[src/logic/umls_pkg.sv]
// shared constants and state types for the modem output / line status block
package umls_pkg;

   // register byte offsets on the avalon slave
   localparam logic [4:0] OFF_DATA      = 5'h00;  // write: tx char, read: rx char
   localparam logic [4:0] OFF_FIFO_CTRL = 5'h04;  // bit 0 selects fifo operation
   localparam logic [4:0] OFF_MOC       = 5'h08;  // modem_output_control
   localparam logic [4:0] OFF_LNS       = 5'h0c;  // line_status, read only
   localparam logic [4:0] OFF_IRQ_STAT  = 5'h10;  // sticky events, cleared by read
   localparam logic [4:0] OFF_IRQ_MASK  = 5'h14;  // same layout as status
   localparam logic [4:0] OFF_DIVISOR   = 5'h18;  // bit clock divisor, 16 bits

   // modem_output_control fields
   localparam int unsigned MOC_DTR      = 0;      // data terminal ready request
   localparam int unsigned MOC_RTS      = 1;      // request to send
   localparam int unsigned MOC_AUTOFLOW = 5;      // automatic flow control enable
   localparam logic [7:0]  MOC_WMASK    = 8'h3f;  // bits 7:6 stay zero
   localparam logic [7:0]  MOC_RESET    = 8'h00;

   // line_status fields
   localparam int unsigned LNS_DR      = 0;
   localparam int unsigned LNS_OVERRUN = 1;
   localparam int unsigned LNS_PARITY  = 2;
   localparam int unsigned LNS_FRAME   = 3;
   localparam int unsigned LNS_BREAK   = 4;
   localparam int unsigned LNS_THRE    = 5;
   localparam int unsigned LNS_TEMT    = 6;
   localparam int unsigned LNS_FIFOERR = 7;

   // interrupt status / mask fields
   localparam int unsigned IRQ_THRE  = 0;         // mask bit is the tx interrupt enable
   localparam int unsigned IRQ_ERR   = 1;
   localparam int unsigned IRQ_BREAK = 2;
   localparam int unsigned IRQ_W     = 3;

   // rx fifo entry layout
   localparam int unsigned RXE_PARITY = 8;
   localparam int unsigned RXE_FRAME  = 9;
   localparam int unsigned RXE_BREAK  = 10;
   localparam int unsigned RXE_W      = 11;

   // sizes and counts
   localparam logic [4:0]  FIFO_DEPTH    = 5'h10;  // 16 characters each way
   localparam logic [4:0]  HOLD_DEPTH    = 5'h01;  // non-fifo: one holding register
   localparam logic [4:0]  RTS_LEVEL     = 5'h0e;  // auto flow drops request at this fill
   localparam logic [3:0]  FRAME_BITS    = 4'ha;   // start, 8 data, stop
   localparam logic [15:0] DIVISOR_RESET = 16'h0001;

   typedef struct packed {
      logic [15:0][7:0]        tx_mem;     // transmit holding register / fifo
      logic [3:0]              tx_wr;
      logic [3:0]              tx_rd;
      logic [4:0]              tx_cnt;
      logic [15:0][RXE_W-1:0]  rx_mem;     // receive holding register / fifo
      logic [3:0]              rx_wr;
      logic [3:0]              rx_rd;
      logic [4:0]              rx_cnt;
      logic [4:0]              rx_err_cnt; // entries carrying an error
      logic [9:0]              sh;         // transmit shift register
      logic [3:0]              sh_bits;
      logic                    sh_busy;
      logic                    tx_line;
      logic                    fifo_en;
      logic [7:0]              moc;
      logic [15:0]             divisor;
      logic                    fifo_err;
      logic                    overrun;
      logic [IRQ_W-1:0]        irq_stat;
      logic [IRQ_W-1:0]        irq_mask;
      logic                    thre_q;     // previous holding-empty level
      logic                    ack;
      logic [31:0]             rdata;
   } umls_state_t;

endpackage

[src/logic/umls_break_det.sv]
`timescale 1ns/100ps
// break detector: line low for one whole frame gives one pulse
module umls_break_det
   import umls_pkg::*;
(
   input  wire logic sys_clk_i,
   input  wire logic reset_n_i,
   input  wire logic rx_line_i,   // asynchronous pin
   input  wire logic tick_i,
   output logic      break_o
);

   typedef struct packed {
      logic [2:0] sync;    // three-stage synchroniser, [0] is first stage
      logic       level;   // accepted line level
      logic [3:0] lows;    // bit times seen low
      logic       armed;   // cleared after a pulse until line goes high
      logic       pulse;
   } umls_brk_t;

   umls_brk_t q;
   umls_brk_t n;

   always_comb begin
      n = q;
      n.pulse = 1'b0;
      n.sync  = {q.sync[1:0], rx_line_i};
      // a change counts only when stages two and three agree
      if (q.sync[1] == q.sync[2]) begin
         n.level = q.sync[2];
      end
      if (q.level) begin
         n.lows  = 4'h0;
         n.armed = 1'b1;                    // line back high re-arms
      end else if (tick_i && q.armed) begin
         if (q.lows + 4'h1 >= FRAME_BITS) begin
            n.pulse = 1'b1;
            n.armed = 1'b0;                 // one break character per break
            n.lows  = 4'h0;
         end else begin
            n.lows = q.lows + 4'h1;
         end
      end
   end

   always_ff @(posedge sys_clk_i or negedge reset_n_i) begin
      if (!reset_n_i) begin
         q <= '{sync: 3'h7, level: 1'b1, lows: 4'h0, armed: 1'b1, pulse: 1'b0};
      end else begin
         q <= n;
      end
   end

   assign break_o = q.pulse;

endmodule // umls_break_det

[src/logic/umls_core.sv]
// Implementation choices: the register addresses and register access over Avalon-MM.
`timescale 1ns/100ps
// Overview of operation
// - control bit one drives active-low output low
// - autoflow makes request-to-send follow receive fill
// - bit five enables automatic flow control
// - fifo error flag set by erroneous character
// - line status read clears fifo error flag once no erroneous entry remains
// - non-fifo: empty only when holding, shifter empty
// - transmitter empty drops when any character held
// - fifo mode: empty when fifo, shifter empty
// - holding empty set when character enters shifter
// - holding empty clears on host character write
// - holding empty with enable raises interrupt
// - fifo mode: holding empty follows fifo empty
// - break after full low frame, one character
module umls_core
   import umls_pkg::*;
(
   input  wire logic        sys_clk_i,
   input  wire logic        reset_n_i,
   // avalon-mm slave
   input  wire logic [4:0]  avs_address_i,
   input  wire logic        avs_read_i,
   input  wire logic        avs_write_i,
   input  wire logic [31:0] avs_writedata_i,
   input  wire logic [3:0]  avs_byteenable_i,
   output logic [31:0]      avs_readdata_o,
   output logic             avs_waitrequest_o,
   // characters from the receiver, same clock; raw receive pin, asynchronous
   input  wire logic        rx_char_valid_i,
   input  wire logic [7:0]  rx_char_i,
   input  wire logic        rx_parity_err_i,
   input  wire logic        rx_frame_err_i,
   input  wire logic        rx_line_i,
   // serial and modem pins
   output logic             tx_o,
   output logic             rts_n_o,
   output logic             dtr_n_o,
   output logic             irq_o
);

   umls_state_t q;                   // all registered state
   umls_state_t n;                   // next value of the state
   logic        tick;                // bit-rate enable
   logic        brk;                 // break detected, one pulse

   // bit clock enable
   umls_tick_gen u_tick (
      .sys_clk_i (sys_clk_i),
      .reset_n_i (reset_n_i),
      .divisor_i (q.divisor),
      .tick_o    (tick)
   );

   // break detection on the raw receive pin
   umls_break_det u_brk (
      .sys_clk_i (sys_clk_i),
      .reset_n_i (reset_n_i),
      .rx_line_i (rx_line_i),
      .tick_i    (tick),
      .break_o   (brk)
   );

   // address match used by both read and write paths
   function automatic logic hit(input logic [4:0] addr, input logic [4:0] off);
      hit = (addr == off);
   endfunction

   // error content of a receive entry
   function automatic logic has_err(input logic [RXE_W-1:0] e);
      has_err = e[RXE_PARITY] | e[RXE_FRAME] | e[RXE_BREAK];
   endfunction

   // combinational views of the state
   logic [4:0]        cap;           // depth in use for the mode
   logic              thre;          // holding register / fifo empty
   logic              temt;          // holding and shifter both empty
   logic [RXE_W-1:0]  rx_top;        // oldest receive entry
   logic [7:0]        lns;           // assembled line_status
   logic              room;          // receive fill below RTS_LEVEL (fifo) or HOLD_DEPTH

   always_comb begin
      cap    = q.fifo_en ? FIFO_DEPTH : HOLD_DEPTH;
      thre   = (q.tx_cnt == 5'h00);
      temt   = thre & ~q.sh_busy;
      rx_top = q.rx_mem[q.rx_rd];
      room   = (q.rx_cnt < (q.fifo_en ? RTS_LEVEL : HOLD_DEPTH));
      lns    = 8'h00;
      lns[LNS_DR]      = (q.rx_cnt != 5'h00);
      lns[LNS_OVERRUN] = q.overrun;
      lns[LNS_PARITY]  = lns[LNS_DR] & rx_top[RXE_PARITY];
      lns[LNS_FRAME]   = lns[LNS_DR] & rx_top[RXE_FRAME];
      lns[LNS_BREAK]   = lns[LNS_DR] & rx_top[RXE_BREAK];
      lns[LNS_THRE]    = thre;
      lns[LNS_TEMT]    = temt;
      lns[LNS_FIFOERR] = q.fifo_err;
   end

   // bus handshake, queue movement and flags
   logic              acc;           // first cycle of a request
   logic              done_rd;       // read side effects land at this edge
   logic              done_wr;       // write completes at this edge
   logic              tx_push;
   logic              tx_pop;
   logic              rx_push;
   logic              rx_pop;
   logic [RXE_W-1:0]  rx_word;
   logic [4:0]        err_next;
   logic              mode_chg;
   logic [IRQ_W-1:0]  ev;            // interrupt events this cycle

   always_comb begin
      n = q;
      acc     = (avs_read_i | avs_write_i) & ~q.ack;
      // read side effects land with the data capture, so an event that
      // arrives between capture and completion is never cleared unseen
      done_rd = acc & avs_read_i;
      done_wr = avs_write_i & q.ack;
      n.ack   = acc;                  // answer one cycle after the request
      ev      = '0;

      // read data captured in the request cycle; unmapped reads give zero
      if (acc && avs_read_i) begin
         n.rdata = 32'h0000_0000;
         case (avs_address_i)
            OFF_DATA:      n.rdata[7:0]       = lns[LNS_DR] ? rx_top[7:0] : 8'h00;
            OFF_FIFO_CTRL: n.rdata[0]         = q.fifo_en;
            OFF_MOC:       n.rdata[7:0]       = q.moc;
            OFF_LNS:       n.rdata[7:0]       = lns;
            OFF_IRQ_STAT:  n.rdata[IRQ_W-1:0] = q.irq_stat;
            OFF_IRQ_MASK:  n.rdata[IRQ_W-1:0] = q.irq_mask;
            OFF_DIVISOR:   n.rdata[15:0]      = q.divisor;
            default:       n.rdata            = 32'h0000_0000;
         endcase
      end

      // control registers, lane by lane
      mode_chg = 1'b0;
      if (done_wr && avs_byteenable_i[0]) begin
         if (hit(avs_address_i, OFF_MOC)) begin
            n.moc = avs_writedata_i[7:0] & MOC_WMASK;
         end
         if (hit(avs_address_i, OFF_IRQ_MASK)) begin
            n.irq_mask = avs_writedata_i[IRQ_W-1:0];
         end
         if (hit(avs_address_i, OFF_FIFO_CTRL)) begin
            n.fifo_en = avs_writedata_i[0];
            mode_chg  = (avs_writedata_i[0] != q.fifo_en);
         end
         if (hit(avs_address_i, OFF_DIVISOR)) begin
            n.divisor[7:0] = avs_writedata_i[7:0];
         end
      end
      if (done_wr && avs_byteenable_i[1] && hit(avs_address_i, OFF_DIVISOR)) begin
         n.divisor[15:8] = avs_writedata_i[15:8];
      end

      // transmit side: host writes fill, shifter drains
      // a write to a full queue is dropped; software must poll holding-empty
      tx_push = done_wr && avs_byteenable_i[0] && hit(avs_address_i, OFF_DATA)
                && (q.tx_cnt < cap);
      tx_pop  = ~q.sh_busy && (q.tx_cnt != 5'h00);
      if (tx_push) begin
         n.tx_mem[q.tx_wr] = avs_writedata_i[7:0];
         n.tx_wr           = q.tx_wr + 4'h1;
      end
      if (tx_pop) begin
         n.sh      = {1'b1, q.tx_mem[q.tx_rd], 1'b0};    // stop, data, start
         n.sh_bits = 4'h0;
         n.sh_busy = 1'b1;
         n.tx_rd   = q.tx_rd + 4'h1;
      end else if (q.sh_busy && tick) begin
         if (q.sh_bits == FRAME_BITS) begin
            n.sh_busy = 1'b0;                           // stop bit held a full bit time
         end else begin
            n.tx_line = q.sh[0];
            n.sh      = {1'b1, q.sh[9:1]};
            n.sh_bits = q.sh_bits + 4'h1;
         end
      end
      // write clears holding-empty at the same edge it is stored
      n.tx_cnt = q.tx_cnt + {4'h0, tx_push} - {4'h0, tx_pop};

      // receive side: break beats a same-cycle character, which counts as overrun
      rx_word = brk ? RXE_W'(1) << RXE_BREAK
                    : {1'b0, rx_frame_err_i, rx_parity_err_i, rx_char_i};
      rx_pop  = done_rd && hit(avs_address_i, OFF_DATA) && (q.rx_cnt != 5'h00);
      rx_push = (brk | rx_char_valid_i) && (q.rx_cnt < cap);
      if ((rx_char_valid_i && brk) || ((brk | rx_char_valid_i) && !rx_push)) begin
         n.overrun = 1'b1;
      end else if (done_rd && hit(avs_address_i, OFF_LNS)) begin
         n.overrun = 1'b0;
      end
      if (rx_push) begin
         n.rx_mem[q.rx_wr] = rx_word;
         n.rx_wr           = q.rx_wr + 4'h1;
      end
      if (rx_pop) begin
         n.rx_rd = q.rx_rd + 4'h1;
      end
      n.rx_cnt = q.rx_cnt + {4'h0, rx_push} - {4'h0, rx_pop};
      err_next = q.rx_err_cnt + {4'h0, rx_push & has_err(rx_word)}
                 - {4'h0, rx_pop & has_err(rx_top)};
      n.rx_err_cnt = err_next;

      // fifo error flag: a new error wins over the clearing read
      if (rx_push && has_err(rx_word)) begin
         n.fifo_err = 1'b1;
         ev[IRQ_ERR] = 1'b1;
      end else if (done_rd && hit(avs_address_i, OFF_LNS)) begin
         n.fifo_err = (err_next != 5'h00);
      end
      ev[IRQ_BREAK] = brk;

      // switching mode flushes both queues
      if (mode_chg) begin
         n.tx_wr      = 4'h0;
         n.tx_rd      = 4'h0;
         n.tx_cnt     = 5'h00;
         n.rx_wr      = 4'h0;
         n.rx_rd      = 4'h0;
         n.rx_cnt     = 5'h00;
         n.rx_err_cnt = 5'h00;
      end

      // sticky interrupt status, read clears, same-cycle event wins
      n.thre_q = thre;
      ev[IRQ_THRE] = thre & ~q.thre_q;
      if (done_rd && hit(avs_address_i, OFF_IRQ_STAT)) begin
         n.irq_stat = ev;
      end else begin
         n.irq_stat = q.irq_stat | ev;
      end
   end

   // single state register
   always_ff @(posedge sys_clk_i or negedge reset_n_i) begin
      if (!reset_n_i) begin
         q         <= '0;
         q.tx_line <= 1'b1;
         q.thre_q  <= 1'b1;
         q.moc     <= MOC_RESET;
         q.divisor <= DIVISOR_RESET;
      end else begin
         q <= n;
      end
   end

   // outputs
   assign avs_waitrequest_o = (avs_read_i | avs_write_i) & ~q.ack;
   assign avs_readdata_o    = q.rdata;
   assign tx_o              = q.tx_line;
   assign dtr_n_o           = ~q.moc[MOC_DTR];
   // auto flow: request drops while the receive side is near full
   assign rts_n_o = ~(q.moc[MOC_RTS] & (~q.moc[MOC_AUTOFLOW] | room));
   // holding-empty is a level source gated by its enable
   assign irq_o = (thre & q.irq_mask[IRQ_THRE])
                | (|(q.irq_stat[IRQ_BREAK:IRQ_ERR] & q.irq_mask[IRQ_BREAK:IRQ_ERR]));

endmodule // umls_core

[src/logic/umls_tick_gen.sv]
`timescale 1ns/100ps
// one-cycle bit-rate enable from the system clock
module umls_tick_gen
   import umls_pkg::*;
(
   input  wire logic        sys_clk_i,
   input  wire logic        reset_n_i,
   input  wire logic [15:0] divisor_i,
   output logic             tick_o
);

   typedef struct packed {
      logic [15:0] cnt;   // cycles since last tick
      logic        tick;
   } umls_tick_t;

   umls_tick_t q;
   umls_tick_t n;

   // divisor 0 behaves as 1, so the enable never stops
   always_comb begin
      n = q;
      n.tick = 1'b0;
      if (q.cnt + 16'h0001 >= divisor_i) begin
         n.cnt  = 16'h0000;
         n.tick = 1'b1;
      end else begin
         n.cnt = q.cnt + 16'h0001;
      end
   end

   always_ff @(posedge sys_clk_i or negedge reset_n_i) begin
      if (!reset_n_i) begin
         q <= '0;
      end else begin
         q <= n;
      end
   end

   assign tick_o = q.tick;

endmodule // umls_tick_gen

[config.mk]
export PLATFORM = sky130hd
export DESIGN_NAME = umls_core
export DESIGN_NICKNAME = d
export VERILOG_FILES = /design/src/logic/umls_pkg.sv /design/src/logic/umls_break_det.sv /design/src/logic/umls_core.sv /design/src/logic/umls_tick_gen.sv
export SDC_FILE = /design/constraint.sdc
export NUM_CORES = 1
export LEC_CHECK = 0
export ABC_AREA = 1
export ABC_CLOCK_PERIOD_IN_PS = 4000
export BUFFER_PORTS_ARGS = -buffer_cell sky130_fd_sc_hd__buf_2
export CAP_MARGIN = 25
export CELL_PAD_IN_SITES_DETAIL_PLACEMENT = 2
export CELL_PAD_IN_SITES_GLOBAL_PLACEMENT = 2
export CORE_ASPECT_RATIO = 1.5
export CORE_MARGIN = 5
export CORE_UTILIZATION = 30
export DETAILED_ROUTE_END_ITERATION = 10
export GPL_TIMING_DRIVEN = 0
export PLACE_DENSITY_LB_ADDON = 0.2
export SETUP_SLACK_MARGIN = 0.4
export SYNTH_ARGS = -nofsm -noshare
export SYNTH_HDL_FRONTEND = slang
export SYNTH_SLANG_ARGS = --single-unit
[constraint.sdc]
create_clock -name sys_clk_i -period 4 [get_ports sys_clk_i]
set_clock_uncertainty 0.15 [all_clocks]
set_input_delay 0.6 -clock sys_clk_i [delete_from_list [all_inputs] [get_ports sys_clk_i]]
set_output_delay 0.6 -clock sys_clk_i [all_outputs]
set_load 0.005 [all_outputs]
==> impl_metrics.ini <==
[place]
gp_congestion = 0.928
detailed_place.area_um2 = 22800
io_buffers = 59
dpl.hpwl_um = 64400
pre_cts_slack_ps = -545
dp_cells = 3553

[grt]
antenna_found_initial = 0
global_route_wire_length_before_repair_um = 130000
grtUsageTotal_pct = 22.7
first_global_vias = 21244
total_overflow_reported_by_the_global_router = 0
largest_net_degree_at_the_start_of_global_routing = 101

[timing]
setup_slack_ps = 499
final_period_minus_worst_setup_slack_ps = 3500
finalHoldViolCount = 0
setup_viol = 0
worst_slew_pin_slew_ps = 1080
max_slew_margin_pct = 27.8
period_share_pct = 87.5
maxClockFrequency_ghz = 0.286
setup_repair_after_global_routing_missed_its_margin = true
timing.hold.ws_ps = 95.4
slew_violations = 0

[yosys]
netlist_area_um2 = 21200
synthDominantCellAreaShare_pct = 49.5
yosys.area.top_type = sky130_fd_sc_hd__dfrtp_1
synth-warning-count = 0
post_synth_top_flop = sky130_fd_sc_hd__dfrtp_1
ys_ff_latch = 427
synth.lib_cells_used.distinct = 46
syn_inst = 2567
ys_top_cells_by_count = sky130_fd_sc_hd__nand2_1, sky130_fd_sc_hd__dfrtp_1, sky130_fd_sc_hd__o21ai_0
synth_seq_area_share_pct = 50.5
postSynth.asyncResetShare_pct = 100
average_instance_area_after_synthesis_um2 = 8.25
synth-edff-count = 0
yosys.cell_count.top_type = sky130_fd_sc_hd__nand2_1
area_contributors_post_synth = sky130_fd_sc_hd__dfrtp_1, sky130_fd_sc_hd__nand2_1, sky130_fd_sc_hd__o21ai_0, sky130_fd_sc_hd__nor2_1, sky130_fd_sc_hd__inv_1

[power]
power_per_cell_area_nw_per_um2 = 589
internal-power_mw = 9.17
sw_frac_of_total_pct = 37.1
share_comb_of_total_power_pct = 30.1
worst_ir_drop_on_vdd_mv = 0.340
power.switching_mw = 5.42
leakagePower_nw = 11.9
sequential_group_share_of_total_power_pct = 38.8
share_clk_of_total_power_pct = 31.1

[route]
initialDrtViolationCount = 871
post-route-drc-count = 0
dr.pass1.iters = 5
vias_per_cell = 5.08
detail-route-antenna-nets = 0
route.vias.total = 18567
routedWlPerCell_um = 23.7
wl_um = 86700

[critical_path]
critPathArrivalTime_ps = 3850
max_stage_delay_ps = 440
worstPathMaxFanout = 10
setup.worst_path.end_class = flop
worst_path_dominant_cell_family = simple AND/OR/NAND/NOR gates
worstSetupPathType = reg -> reg
worstPathBufferInverterCount = 4
cp.required_ps = 4350
timing.critical_path.from_type = flop
cpMaxStageDelayCell = sky130_fd_sc_hd__dfrtp_2
crit_chain = buf_6 > buf_6 > nor2_2 > nor2_1 > o21ai_4 > nand3_4 > nand3_2 > nand2_2 > nor3_2 > nor2_1 > ha_1 > inv_1 > ha_1 > inv_1 > fa_2 > o21ai_2 > a21oi_1 > xor2_1 > nand4_1 > nand2_1 > nand2_1

[flow_run]
max-cap-violations = 0

[clock_network]
worst_setup_hold_path_clk_slew_ps = 60
clock_root_buffer = sky130_fd_sc_hd__clkbuf_16
cts_num_sinks = 427
tritoncts = done
cts_max_level = 2
number_of_buffers_between_clock_root_and_the_deepest_sink = 3
clk-insertion-delay-late_ps = 610
numCtsBuffers = 49

[floorplanning]
initial_utilization_pct = 30.2
fp.dieArea_um2 = 76100
core_ar_um2 = 70100
design.portCount = 94
floorplan.rows = 119
die_width_um = 227
die_h_um = 335

[hold_path]
timing.hold.worst.class = in -> reg

[cells_and_area]
insertedDiodeCount = 0
drive_above_1_share_pct = 11.5
flow.area_growth_from_synthesis_pct = 17.1
design.final.nets = 2827
post-route-cell-area_um2 = 24800
final_cell_count_no_fill = 3656

[run_status]
run_status = finished, final reports clean
layout by cell type, fill, tap and decap left out, types with 12 or more instances in the layout:
| cell type | n |
|---|---|
| sky130_fd_sc_hd__nor2_1 | 223 |
| sky130_fd_sc_hd__clkbuf_8 | 12 |
| sky130_fd_sc_hd__ha_1 | 57 |
| sky130_fd_sc_hd__o211ai_1 | 21 |
| sky130_fd_sc_hd__o21ai_0 | 337 |
| sky130_fd_sc_hd__nand4_4 | 16 |
| sky130_fd_sc_hd__buf_4 | 46 |
| sky130_fd_sc_hd__nand3_1 | 120 |
| sky130_fd_sc_hd__inv_1 | 205 |
| sky130_fd_sc_hd__clkbuf_1 | 93 |
| sky130_fd_sc_hd__conb_1 | 16 |
| sky130_fd_sc_hd__nand2_1 | 661 |
| sky130_fd_sc_hd__o21ai_1 | 129 |
| sky130_fd_sc_hd__buf_2 | 79 |
| sky130_fd_sc_hd__o22ai_1 | 25 |
| sky130_fd_sc_hd__clkbuf_16 | 51 |
| sky130_fd_sc_hd__xor2_1 | 25 |
| sky130_fd_sc_hd__clkinv_2 | 13 |
| sky130_fd_sc_hd__a21oi_1 | 38 |
| sky130_fd_sc_hd__buf_6 | 25 |
| sky130_fd_sc_hd__dfrtp_1 | 416 |
state kept, by name, summed over array words and instances, names as in the netlist:
register        count
avs_readdata_o     16
lns                 2
q                 381
tx_o                1
u_brk.break_o       1
u_brk.n             2
u_brk.q             7
u_tick.q           16
u_tick.tick_o       1
metrics by stage:
| stage | TNS, ps | power, mW | utilization [%] |
|---|---|---|---|
| floorplan | 0 | 8.01 | - |
| global placement | -2966960 | 9.54 | 32.3 |
| detailed placement | -1180 | 9.79 | 32.5 |
| CTS | 0 | 14.6 | 35.0 |
| global route | 0 | 15.4 | 35.3 |
| finish | 0 | 14.6 | 35.3 |
cell families (layout without fill, tap and decap cells):
kind of cell / count (synthesis) / count (layout) / synth area share, %
AO/OA/AOI/OAI: 577 / 577 / 14.4
XOR/XNOR: 32 / 32 / 1.32
adder cells (fa/ha/maj): 61 / 61 / 3.70
buffers and inverters: 394 / 561 / 8.41
flip-flops: 427 / 427 / 50.5
multiplexers: 1 / 1 / 0.0473
other: 1 / 16 / 0.0177
AND/OR/NAND/NOR: 1074 / 1074 / 21.6
power by group through the flow:
| stage | Clock, mW | Combinational [mW] | Sequential (mW) |
|---|---|---|---|
| 3_5_place_dp | 0 | 4.08 | 5.71 |
| 6_report | 4.53 | 4.40 | 5.65 |
| 3_3_place_gp | 0 | 3.88 | 5.66 |
| 2_1_floorplan | 0 | 2.47 | 5.53 |
| 5_1_grt | 4.82 | 4.84 | 5.74 |
| 4_1_cts | 4.67 | 4.27 | 5.64 |
worst min-delay path, stage by stage:
cell,delay (ps)
sky130_fd_sc_hd__buf_2,70
sky130_fd_sc_hd__nor2_1,30
sky130_fd_sc_hd__a21oi_1,100
final cells by class:
type / instances / area [µm²]
well taps: 907 / 1130
clock buffers: 76 / 1480
repair buffers: 77 / 523
flip-flops and latches: 427 / 10700
multi-input cells: 1761 / 8870
inverters: 218 / 833
plain buffers: 176 / 1140
fillers: 7987 / 45300
clock inverters: 14 / 101
timing repair:
| action | 4_1_cts | 5_1_grt |
|---|---|---|
| endpoints found under the setup margin | 16 | 14 |
| cloned | 0 | 1 |
| hold buffers | 2 | 0 |
| gates resized for setup | 71 | 53 |
| pin swaps | 0 | 9 |
| setup buffers | 3 | 7 |
| hold endpoints to repair | 67 | 0 |
final timing paths:
kind,from,to,slack (ps),cells past startpoint
hold / removal,avs_writedata_i[14],q[56],100,3
hold reg to reg,u_brk.n[8],u_brk.n[9],210,0
max in group asynchronous,reset_n_i,u_tick.q[3],1920,4
setup reg to reg,q[93],lns[7],500,21
setup / recovery,q[93],lns[7],500,21
min in group asynchronous,reset_n_i,q[218],400,2
metal layers:
layer / vias up / global-route usage (%) / part of all wire, %
met2: 264 / 43.9 / 55
met3: 202 / 2.64 / 2.3
met4: 0 / 11.7 / 6.0
met1: 9508 / 23.5 / 37
li1: 8593 / - / -
met5: - / 0 / 0
(Power assumes the default switching activity.)
